--- config.mk ---
export PLATFORM = sky130hd
export DESIGN_NAME = pcs_regs
export DESIGN_NICKNAME = d
export VERILOG_FILES = /design/src/pcs_pkg.sv /design/src/pcs_regs.sv
export VERILOG_INCLUDE_DIRS = /design/src
export SDC_FILE = /design/constraint.sdc
export NUM_CORES = 1
export LEC_CHECK = 0
export BUFFER_PORTS_ARGS = -buffer_cell sky130_fd_sc_hd__buf_2
export CORE_ASPECT_RATIO = 0.5
export CORE_MARGIN = 4
export CORE_UTILIZATION = 53
export CTS_BUF_LIST = sky130_fd_sc_hd__clkbuf_4 sky130_fd_sc_hd__clkbuf_8
export DETAILED_ROUTE_END_ITERATION = 7
export PLACE_DENSITY_LB_ADDON = 0.3
export SLEW_MARGIN = 0
export SYNTH_ARGS = -nofsm -noshare
export SYNTH_HDL_FRONTEND = slang
export SYNTH_SLANG_ARGS = --single-unit
--- constraint.sdc ---
create_clock -name clk -period 2.6 [get_ports clk]
set_input_delay 0 -clock clk [delete_from_list [all_inputs] [get_ports clk]]
set_output_delay 0 -clock clk [all_outputs]
set_load 0.01 [all_outputs]
--- src/pcs_defines.svh ---
`ifndef PCS_DEFINES_SVH
`define PCS_DEFINES_SVH

// Register indices; byte address is four times the index
`define PCS_IDX_SLEEP_WAKE 8'hd6
`define PCS_IDX_SOFT_RESET 8'hd8
`define PCS_IDX_BASIC_CTL 8'he4
`define PCS_IDX_BASIC_STAT 8'he6
`define PCS_IDX_IDENT_LOW 8'he8
`define PCS_IDX_IDENT_HIGH 8'hea

// Sleep/wake interval fields and reset values
`define PCS_WAKE_MSB 15
`define PCS_WAKE_LSB 8
`define PCS_SLEEP_MSB 7
`define PCS_SLEEP_LSB 0
`define PCS_WAKE_RST 8'h08
`define PCS_SLEEP_RST 8'h0c

// Basic control field positions
`define PCS_CTL_LOOP 14
`define PCS_CTL_SPEED 13
`define PCS_CTL_ANEN 12
`define PCS_CTL_ANRST 9
`define PCS_CTL_DUPLEX 8
`define PCS_CTL_ALTX 5
`define PCS_CTL_FMDIX 4
`define PCS_CTL_DMDIX 3
`define PCS_CTL_DISTX 1
`define PCS_CTL_DISLED 0

// Port control alias positions
`define PCS_PC_SPEED 6
`define PCS_PC_ANEN 7
`define PCS_PC_ANRST 13
`define PCS_PC_DUPLEX 5
`define PCS_PC_FMDIX 9
`define PCS_PC_DMDIX 10
`define PCS_PC_DISTX 14
`define PCS_PC_DISLED 15

// Soft reset strobe bit and energy-detect mode code
`define PCS_RST_BIT 0
`define PCS_PM_ENERGY 2'b01

// Interval units and clock rate
`define PCS_CLK_MHZ 100
`define PCS_WAKE_UNIT_MS 16
`define PCS_SLEEP_UNIT_MS 1000
`define PCS_WAKE_UNIT_CYC (`PCS_WAKE_UNIT_MS * 1000 * `PCS_CLK_MHZ)
`define PCS_SLEEP_UNIT_CYC (`PCS_SLEEP_UNIT_MS * 1000 * `PCS_CLK_MHZ)

// AXI responses
`define PCS_RESP_OKAY 2'b00
`define PCS_RESP_SLVERR 2'b10

`endif

--- src/pcs_pkg.sv ---
package pcs_pkg;

    // Register selected by an address
    typedef enum logic [2:0] {
        SEL_NONE = 3'b000,
        SEL_SLEEP_WAKE = 3'b001,
        SEL_SOFT_RESET = 3'b010,
        SEL_BASIC_CTL = 3'b011,
        SEL_BASIC_STAT = 3'b100,
        SEL_IDENT_LOW = 3'b101,
        SEL_IDENT_HIGH = 3'b110
    } pcs_sel_t;

    // Power state in energy-detect operation
    typedef enum logic [0:0] {
        PWR_NORMAL = 1'b0,
        PWR_LOW = 1'b1
    } pcs_pwr_t;

endpackage : pcs_pkg

--- src/pcs_regs.sv ---
`timescale 1ns/100ps
`include "pcs_defines.svh"

// How it works
// - Wake field, bits 15-8, sets energy-present time before waking, 16 ms units.
// - Wake field resets to 0x08, that is 128 ms.
// - Sleep field, bits 7-0, sets no-energy time before sleeping, 1 s units.
// - Sleep field resets to 0x0c, that is 12 seconds.
// - Writing one to reset bit 0 pulses PHY reset; bit reads back zero.
// - Control bit 14 loops host transmit back to host receive.
// - Control bit 13 forces 100 Mbps when set, 10 when clear; resets one.
// - Control bit 12 enables auto-negotiation; resets one.
// - Control bit 9 restarts auto-negotiation; resets zero.
// - Control bit 8 forces full duplex when negotiation is off or failed.
// - Control bit 5 picks alternate crossover algorithm when set; resets one.
// - Bit 4 forces crossed wiring, bit 3 disables auto crossover; both reset zero.
// - Control bit 1 disables transmit, shared with port control bit 14.
// - Control bit 0 turns all LEDs off.
// - Negotiation, speed, duplex, force/disable crossover, restart bits share port control storage.
// - Status bits 14-11 read one, bit 15 reads zero.
// - Status bit 5 shows negotiation complete.
// - Status bit 3 reads one; bits 6 and 0 read zero.
// - Two read-only 16-bit identifier words, low and high.
// - Sleep and wake timing run only in power mode 01.
// - Automatic wake needs the auto wake-up enable bit.

module pcs_regs
    import pcs_pkg::*;
#(
    parameter int ADDR_W = 12,
    parameter int WAKE_TICK_CYC = `PCS_WAKE_UNIT_CYC,
    parameter int SLEEP_TICK_CYC = `PCS_SLEEP_UNIT_CYC,
    parameter logic [15:0] IDENT_LOW = 16'h5a5a, // Arbitrary value
    parameter logic [15:0] IDENT_HIGH = 16'h00a5 // Arbitrary value
) (
    input wire logic clk,
    input wire logic srst,
    input wire logic ce,
    input wire logic [ADDR_W-1:0] s_axi_awaddr,
    input wire logic s_axi_awvalid,
    output logic s_axi_awready,
    input wire logic [31:0] s_axi_wdata,
    input wire logic [3:0] s_axi_wstrb,
    input wire logic s_axi_wvalid,
    output logic s_axi_wready,
    output logic [1:0] s_axi_bresp,
    output logic s_axi_bvalid,
    input wire logic s_axi_bready,
    input wire logic [ADDR_W-1:0] s_axi_araddr,
    input wire logic s_axi_arvalid,
    output logic s_axi_arready,
    output logic [31:0] s_axi_rdata,
    output logic [1:0] s_axi_rresp,
    output logic s_axi_rvalid,
    input wire logic s_axi_rready,
    input wire logic [15:0] portCtlWrData,
    input wire logic portCtlWrEn,
    output logic [15:0] portCtlView,
    input wire logic [1:0] pmMode,
    input wire logic autoWakeEn,
    input wire logic energyPin,
    input wire logic anComplete,
    input wire logic linkUp,
    output logic phySoftReset,
    output logic hostLoopback,
    output logic force100,
    output logic autonegEn,
    output logic autonegRestart,
    output logic forceFull,
    output logic altCrossoverSelect,
    output logic forceMdix,
    output logic disableMdix,
    output logic disableTx,
    output logic disableLed,
    output logic lowPower
);

    // ****************************************
    // Address decode
    // ****************************************

    // Word index from a byte address
    function automatic pcs_sel_t decodeSel(input logic [ADDR_W-1:0] addr);
        logic [7:0] idx;
        idx = addr[9:2];
        if (addr[1:0] != 2'b00 || addr[ADDR_W-1:10] != '0) begin
            decodeSel = SEL_NONE;
        end else if (idx == `PCS_IDX_SLEEP_WAKE) begin
            decodeSel = SEL_SLEEP_WAKE;
        end else if (idx == `PCS_IDX_SOFT_RESET) begin
            decodeSel = SEL_SOFT_RESET;
        end else if (idx == `PCS_IDX_BASIC_CTL) begin
            decodeSel = SEL_BASIC_CTL;
        end else if (idx == `PCS_IDX_BASIC_STAT) begin
            decodeSel = SEL_BASIC_STAT;
        end else if (idx == `PCS_IDX_IDENT_LOW) begin
            decodeSel = SEL_IDENT_LOW;
        end else if (idx == `PCS_IDX_IDENT_HIGH) begin
            decodeSel = SEL_IDENT_HIGH;
        end else begin
            decodeSel = SEL_NONE;
        end
    endfunction : decodeSel

    // ****************************************
    // Write channel
    // ****************************************

    logic bvalid_q;
    logic [1:0] bresp_q;
    logic wrFire;
    pcs_sel_t wrSel;
    logic [15:0] wrMask;
    logic [15:0] wrVal;

    // Address and data taken together; one write outstanding
    assign wrFire = ce && s_axi_awvalid && s_axi_wvalid && !bvalid_q;
    assign s_axi_awready = wrFire;
    assign s_axi_wready = wrFire;
    assign wrSel = decodeSel(s_axi_awaddr);
    assign wrMask = {{8{s_axi_wstrb[1]}}, {8{s_axi_wstrb[0]}}};
    assign wrVal = s_axi_wdata[15:0];

    // Response held until bready
    always_ff @(posedge clk) begin
        if (srst) begin
            bvalid_q <= 1'b0;
            bresp_q <= `PCS_RESP_OKAY;
        end else if (ce) begin
            if (wrFire) begin
                bvalid_q <= 1'b1;
                bresp_q <= (wrSel == SEL_NONE) ? `PCS_RESP_SLVERR : `PCS_RESP_OKAY;
            end else if (s_axi_bready) begin
                bvalid_q <= 1'b0;
            end
        end
    end

    assign s_axi_bvalid = bvalid_q;
    assign s_axi_bresp = bresp_q;

    // ****************************************
    // Interval register
    // ****************************************

    logic [7:0] wakeIvl_q;
    logic [7:0] sleepIvl_q;

    // Zero is not guarded; software keeps it out
    always_ff @(posedge clk) begin
        if (srst) begin
            wakeIvl_q <= `PCS_WAKE_RST;
            sleepIvl_q <= `PCS_SLEEP_RST;
        end else if (ce && wrFire && wrSel == SEL_SLEEP_WAKE) begin
            if (wrMask[`PCS_WAKE_LSB]) begin
                wakeIvl_q <= wrVal[`PCS_WAKE_MSB:`PCS_WAKE_LSB];
            end
            if (wrMask[`PCS_SLEEP_LSB]) begin
                sleepIvl_q <= wrVal[`PCS_SLEEP_MSB:`PCS_SLEEP_LSB];
            end
        end
    end

    // ****************************************
    // PHY soft reset strobe
    // ****************************************

    logic phyRst_q;

    // One-cycle pulse, nothing stored to read back
    always_ff @(posedge clk) begin
        if (srst) begin
            phyRst_q <= 1'b0;
        end else if (ce) begin
            phyRst_q <= wrFire && wrSel == SEL_SOFT_RESET
                && wrMask[`PCS_RST_BIT] && wrVal[`PCS_RST_BIT];
        end
    end

    assign phySoftReset = phyRst_q;

    // ****************************************
    // Basic control, shared with port control
    // ****************************************

    logic loop_q;
    logic speed_q;
    logic anEn_q;
    logic anRst_q;
    logic duplex_q;
    logic altX_q;
    logic fMdix_q;
    logic dMdix_q;
    logic disTx_q;
    logic disLed_q;
    logic ctlHi;
    logic ctlLo;

    assign ctlHi = wrFire && wrSel == SEL_BASIC_CTL && wrMask[8];
    assign ctlLo = wrFire && wrSel == SEL_BASIC_CTL && wrMask[0];

    // Port side written last, so it wins a same-cycle clash
    always_ff @(posedge clk) begin
        if (srst) begin
            loop_q <= 1'b0;
            speed_q <= 1'b1;
            anEn_q <= 1'b1;
            anRst_q <= 1'b0;
            duplex_q <= 1'b1;
            altX_q <= 1'b1;
            fMdix_q <= 1'b0;
            dMdix_q <= 1'b0;
            disTx_q <= 1'b0;
            disLed_q <= 1'b0;
        end else if (ce) begin
            if (ctlHi) begin
                loop_q <= wrVal[`PCS_CTL_LOOP];
                speed_q <= wrVal[`PCS_CTL_SPEED];
                anEn_q <= wrVal[`PCS_CTL_ANEN];
                anRst_q <= wrVal[`PCS_CTL_ANRST];
                duplex_q <= wrVal[`PCS_CTL_DUPLEX];
            end
            if (ctlLo) begin
                altX_q <= wrVal[`PCS_CTL_ALTX];
                fMdix_q <= wrVal[`PCS_CTL_FMDIX];
                dMdix_q <= wrVal[`PCS_CTL_DMDIX];
                disTx_q <= wrVal[`PCS_CTL_DISTX];
                disLed_q <= wrVal[`PCS_CTL_DISLED];
            end
            if (portCtlWrEn) begin
                speed_q <= portCtlWrData[`PCS_PC_SPEED];
                anEn_q <= portCtlWrData[`PCS_PC_ANEN];
                anRst_q <= portCtlWrData[`PCS_PC_ANRST];
                duplex_q <= portCtlWrData[`PCS_PC_DUPLEX];
                fMdix_q <= portCtlWrData[`PCS_PC_FMDIX];
                dMdix_q <= portCtlWrData[`PCS_PC_DMDIX];
                disTx_q <= portCtlWrData[`PCS_PC_DISTX];
                disLed_q <= portCtlWrData[`PCS_PC_DISLED];
            end
        end
    end

    // Shared bits seen from the port control side
    always_comb begin
        portCtlView = 16'h0000;
        portCtlView[`PCS_PC_SPEED] = speed_q;
        portCtlView[`PCS_PC_ANEN] = anEn_q;
        portCtlView[`PCS_PC_ANRST] = anRst_q;
        portCtlView[`PCS_PC_DUPLEX] = duplex_q;
        portCtlView[`PCS_PC_FMDIX] = fMdix_q;
        portCtlView[`PCS_PC_DMDIX] = dMdix_q;
        portCtlView[`PCS_PC_DISTX] = disTx_q;
        portCtlView[`PCS_PC_DISLED] = disLed_q;
    end

    assign hostLoopback = loop_q;
    assign force100 = speed_q;
    assign autonegEn = anEn_q;
    assign autonegRestart = anRst_q;
    assign forceFull = duplex_q;
    assign altCrossoverSelect = altX_q;
    assign forceMdix = fMdix_q;
    assign disableMdix = dMdix_q;
    assign disableTx = disTx_q;
    assign disableLed = disLed_q;

    // ****************************************
    // Read channel
    // ****************************************

    logic rvalid_q;
    logic [1:0] rresp_q;
    logic [31:0] rdata_q;
    logic rdFire;
    pcs_sel_t rdSel;
    logic [15:0] ctlWord;
    logic [15:0] statWord;
    logic [15:0] rdWord;

    assign rdFire = ce && s_axi_arvalid && !rvalid_q;
    assign s_axi_arready = rdFire;
    assign rdSel = decodeSel(s_axi_araddr);

    // Control word; reserved bits read zero
    always_comb begin
        ctlWord = 16'h0000;
        ctlWord[`PCS_CTL_LOOP] = loop_q;
        ctlWord[`PCS_CTL_SPEED] = speed_q;
        ctlWord[`PCS_CTL_ANEN] = anEn_q;
        ctlWord[`PCS_CTL_ANRST] = anRst_q;
        ctlWord[`PCS_CTL_DUPLEX] = duplex_q;
        ctlWord[`PCS_CTL_ALTX] = altX_q;
        ctlWord[`PCS_CTL_FMDIX] = fMdix_q;
        ctlWord[`PCS_CTL_DMDIX] = dMdix_q;
        ctlWord[`PCS_CTL_DISTX] = disTx_q;
        ctlWord[`PCS_CTL_DISLED] = disLed_q;
    end

    // Fixed abilities plus live negotiation and link
    assign statWord = {1'b0, 4'hf, 4'h0, 1'b0,
        anComplete, 1'b0, 1'b1, linkUp, 2'b00};

    // Read mux
    always_comb begin
        if (rdSel == SEL_SLEEP_WAKE) begin
            rdWord = {wakeIvl_q, sleepIvl_q};
        end else if (rdSel == SEL_BASIC_CTL) begin
            rdWord = ctlWord;
        end else if (rdSel == SEL_BASIC_STAT) begin
            rdWord = statWord;
        end else if (rdSel == SEL_IDENT_LOW) begin
            rdWord = IDENT_LOW;
        end else if (rdSel == SEL_IDENT_HIGH) begin
            rdWord = IDENT_HIGH;
        end else begin
            rdWord = 16'h0000; // Reset strobe is write-only
        end
    end

    // Data registered; held until rready
    always_ff @(posedge clk) begin
        if (srst) begin
            rvalid_q <= 1'b0;
            rresp_q <= `PCS_RESP_OKAY;
            rdata_q <= 32'h0000_0000;
        end else if (ce) begin
            if (rdFire) begin
                rvalid_q <= 1'b1;
                rresp_q <= (rdSel == SEL_NONE) ? `PCS_RESP_SLVERR : `PCS_RESP_OKAY;
                rdata_q <= {16'h0000, rdWord};
            end else if (s_axi_rready) begin
                rvalid_q <= 1'b0;
            end
        end
    end

    assign s_axi_rvalid = rvalid_q;
    assign s_axi_rresp = rresp_q;
    assign s_axi_rdata = rdata_q;

    // ****************************************
    // Energy-detect power timing
    // ****************************************

    logic energyMeta_q;
    logic energy_q;

    // Energy pin is asynchronous to clk
    always_ff @(posedge clk) begin
        if (srst) begin
            energyMeta_q <= 1'b0;
            energy_q <= 1'b0;
        end else if (ce) begin
            energyMeta_q <= energyPin;
            energy_q <= energyMeta_q;
        end
    end

    pcs_pwr_t pwr_q;
    logic [31:0] preCnt_q;
    logic [7:0] unitCnt_q;
    logic edMode;
    logic watching;
    logic tickLen;
    logic [7:0] target;
    logic [31:0] preMax;

    assign edMode = (pmMode == `PCS_PM_ENERGY);
    // Awake: watch for silence; asleep: watch for energy if allowed
    assign watching = edMode && ((pwr_q == PWR_NORMAL && !energy_q)
        || (pwr_q == PWR_LOW && energy_q && autoWakeEn));
    assign tickLen = (pwr_q == PWR_LOW);
    assign preMax = tickLen ? 32'(WAKE_TICK_CYC - 1) : 32'(SLEEP_TICK_CYC - 1);
    assign target = tickLen ? wakeIvl_q : sleepIvl_q;

    // Prescaler and unit count restart when the run breaks
    always_ff @(posedge clk) begin
        if (srst) begin
            preCnt_q <= 32'h0000_0000;
            unitCnt_q <= 8'h00;
        end else if (ce) begin
            if (!watching || unitCnt_q == target) begin
                preCnt_q <= 32'h0000_0000;
                unitCnt_q <= 8'h00;
            end else if (preCnt_q == preMax) begin
                preCnt_q <= 32'h0000_0000;
                unitCnt_q <= unitCnt_q + 8'h01;
            end else begin
                preCnt_q <= preCnt_q + 32'h0000_0001;
            end
        end
    end

    // Power state; leaving the mode returns to normal
    always_ff @(posedge clk) begin
        if (srst) begin
            pwr_q <= PWR_NORMAL;
        end else if (ce) begin
            if (!edMode) begin
                pwr_q <= PWR_NORMAL;
            end else if (watching && unitCnt_q == target) begin
                case (pwr_q)
                    PWR_NORMAL: begin
                        pwr_q <= PWR_LOW;
                    end
                    PWR_LOW: begin
                        pwr_q <= PWR_NORMAL;
                    end
                    default: begin
                        pwr_q <= PWR_NORMAL;
                    end
                endcase
            end
        end
    end

    assign lowPower = (pwr_q == PWR_LOW);

endmodule : pcs_regs

==> metrics.csv <==
metric,value,unit
synthesis-to-layout area growth,19.7,%
CP required,2.92,ns
min-delay worst type,in -> reg,
TritonCTS clock tree,done,
f_max,0.425,GHz
cell count after synthesis,600,
area fraction in compound gates after synthesis,13.8,%
fillcell total,753,
Worst slew margin,60.2,%
clock root cell,clkbuf_8,
"most common cell after layout, fill and taps aside",buf_2,
vias after detailed routing,4801,
leakage,0.00244,uW
Slew Limit Fails,0,
Worst Path Buf+Inv,1,
register area share after synthesis,35.8,%
first-pass GRT wire length,22300,um
Cells after DPL,800,
initial drt markers,305,
Synth top area share,35.8,%
DRT antenna net count,0,
"commonest cells after routing, fill and taps aside","buf_2 (107), dfxtp_1 (89), nand2_1 (55)",
# rows,24,
H-tree Lvls,3,
port bufs,107,
part of the cycle the worst path needs,90.4,%
initial core utilization,56.1,%
DP Wirelength,9380,um
cells along the critical path,ha_1 > nand3_2 > or3_4 > nor4_4 > nand2_1 > a21oi_4 > buf_4 > mux2i_1,
"Async S/R FF share, synth",0,%
cell family with most CP delay,simple AND/OR/NAND/NOR gates,
Synth cell types,62,
share of cells above drive strength 1,21.2,%
clock latency on the worst-skew pair,0.38,ns
post-synthesis xor/xnor area fraction,6.09,%
worst ir drop on vdd,0.222,mV
die area,11200,sq um
Die Y,76.9,um
"Top FF cell, synth",dfxtp_1,
I/O pins,160,
post-synthesis mux area share,8.60,%
All-Layer GR Usage,23.9,%
clock sinks,90,
Max-Cap Viols,0,
pin slew with the least headroom to its limit,0.592,ns
final setup TNS,0,ns
vias per cell,5.69,
minimum hold slack,0.0453,ns
Yosys warning total,0,
Critical Path End Type,flip-flop,
DIE WIDTH,146,um
Routed WL,13400,um
slowest stage cell on the critical path,or3_4,
routability cong.,0.887,
Clock Path Buffers,2,
Clock Pin Slew Worst Setup and Hold Paths,0.09,ns
Post-CTS Setup Inserts,0,
fin cells,844,
Post-Synth Adder-Cell Area,0.497,%
simple-gate area share of the yosys netlist,25.9,%
Total Power,2840,uW
RSZ-0062 raised after global routing,no,
GR Overflow Total,0,
Syn Area/Cell,8.39,sq um
Setup Crit Path Kind,reg -> reg,
delay of the slowest cell on the worst path,0.44,ns
DP Worst Slack,0.184,ns
vias in the first global route,4573,
total CTS buffers,9,
Routed wire per std cell,15.8,um
PnR worst setup slack,0.249,ns
status,finished clean,
critical path launch point,preCnt_q[0],
final hold violation count,0,
Power Density,471,nW/um^2
area of the core,8980,sq um
Hold Path Origin,s_axi_wstrb[0],
crit-path max FO,13,
largest family of logic cells by synthesized area,simple AND/OR/NAND/NOR gates,
skew final,0.00906,ns
largest net degree at the start of global routing,31,
Tmin final,2.35,ns
reg2reg start,preCnt_q[0],
initial antenna violation count,0,
Post-route DRC,0,
"Net count, final",814,
Synth area leader,dfxtp_1,
largest cells by area after synthesis,"dfxtp_1 (36%), mux2i_1 (8.2%), buf_4 (5.2%), xnor2_1 (4.7%), nand2_1 (4.1%)",
CP Launch Type,flip-flop,
Post-synth EDFFs,0,
mapped cell area,5030,sq um
final setup fails,0,
worst path arrival time,2.67,ns
post-synthesis register bit count,90,
Pre-antenna DRT Iters,5,
routing by layer:
layer  up-vias  track usage, %  part of all wire, %
li1       2348               -                    -
met1      2254            30.1                   43
met2       180            40.3                   48
met3        19            6.48                  7.0
met4         0            7.20                  1.3
met5         -               0                    0
state kept, by name, summed over array words and instances (netlist names), 8 cells and up:
signal	flops
sleepIvl_q	8
wakeIvl_q	8
s_axi_rdata	16
unitCnt_q	8
preCnt_q	32
synth_stat cells, types with 3 or more instances:
library cell	number
xnor2_1	27
nor4bb_1	4
mux2i_1	41
inv_1	10
nand3_1	28
nor3_1	39
nor4_1	7
a211oi_1	7
a311oi_1	5
a21oi_1	28
nand4_1	14
buf_2	7
and4b_1	3
nor4_2	3
buf_6	4
nand4b_1	3
nor4b_1	4
o211ai_1	12
clkbuf_1	16
nand3b_1	6
nor2b_1	3
buf_4	35
and3_1	9
nand2_1	55
a21o_1	4
nand2b_1	7
nor2_1	52
xor2_1	8
a22oi_1	6
buf_1	4
dfxtp_1	90
o21ai_0	12
a31oi_1	5
worst reg2reg max path: stages (launching register included):
cell and delay [ns]:
dfxtp_1 0.40, ha_1 0.23, nand3_2 0.14, or3_4 0.44
nor4_4 0.32, nand2_1 0.16, a21oi_4 0.17, buf_4 0.23
mux2i_1 0.20
power by group:
part	switching, uW	internal (uW)	total, uW	leakage (uW)
Sequential	20.6	1400	1420	0.000729
Combinational	192	141	333	0.00160
Clock	537	549	1090	0.000110
timing repair:
item,in CTS,in global routing
hold buffers,27,0
resized for setup,0,1
hold endpoints to repair,30,0
setup endpoints to repair,0,32
cells by family after synthesis:
kind of cell,count (synthesis)
and+or+nand+nor,248
AOI/OAI and AO/OA,103
DFF,90
buffers and inverters,78
muxes,43
xor gates and xnor gates,35
adders and majority gates,2
other,1
stage by stage:
stage          utilization, %  area [sq um]
6_report                 67.1          6030
5_1_grt                  67.1          6020
4_1_cts                  67.1          6020
3_5_place_dp             61.5          5530
3_3_place_gp             61.5          5530
2_1_floorplan               -          5130
final cells by class:
cell class,instances,area (sq um),share of cell area (%)
multi-input combinational,457,2870,47.6
clock inverter,7,103,1.70
antenna,1,2.50,0.0415
inverter,12,45.0,0.748
timing repair buffer,151,933,15.5
tap,117,146,2.43
sequential,90,1800,29.9
clock buffer,9,124,2.06
final timing paths:
| check | to | slack, ns | cells past startpoint |
|---|---|---|---|
| setup / recovery | unitCnt_q[1] | 0.25 | 8 |
| hold / removal | phySoftReset | 0.05 | 5 |
| setup reg to reg | unitCnt_q[1] | 0.25 | 8 |
| hold reg to reg | s_axi_rdata[9] | 0.46 | 2 |
Note: power is estimated with default switching activity, not from simulation.
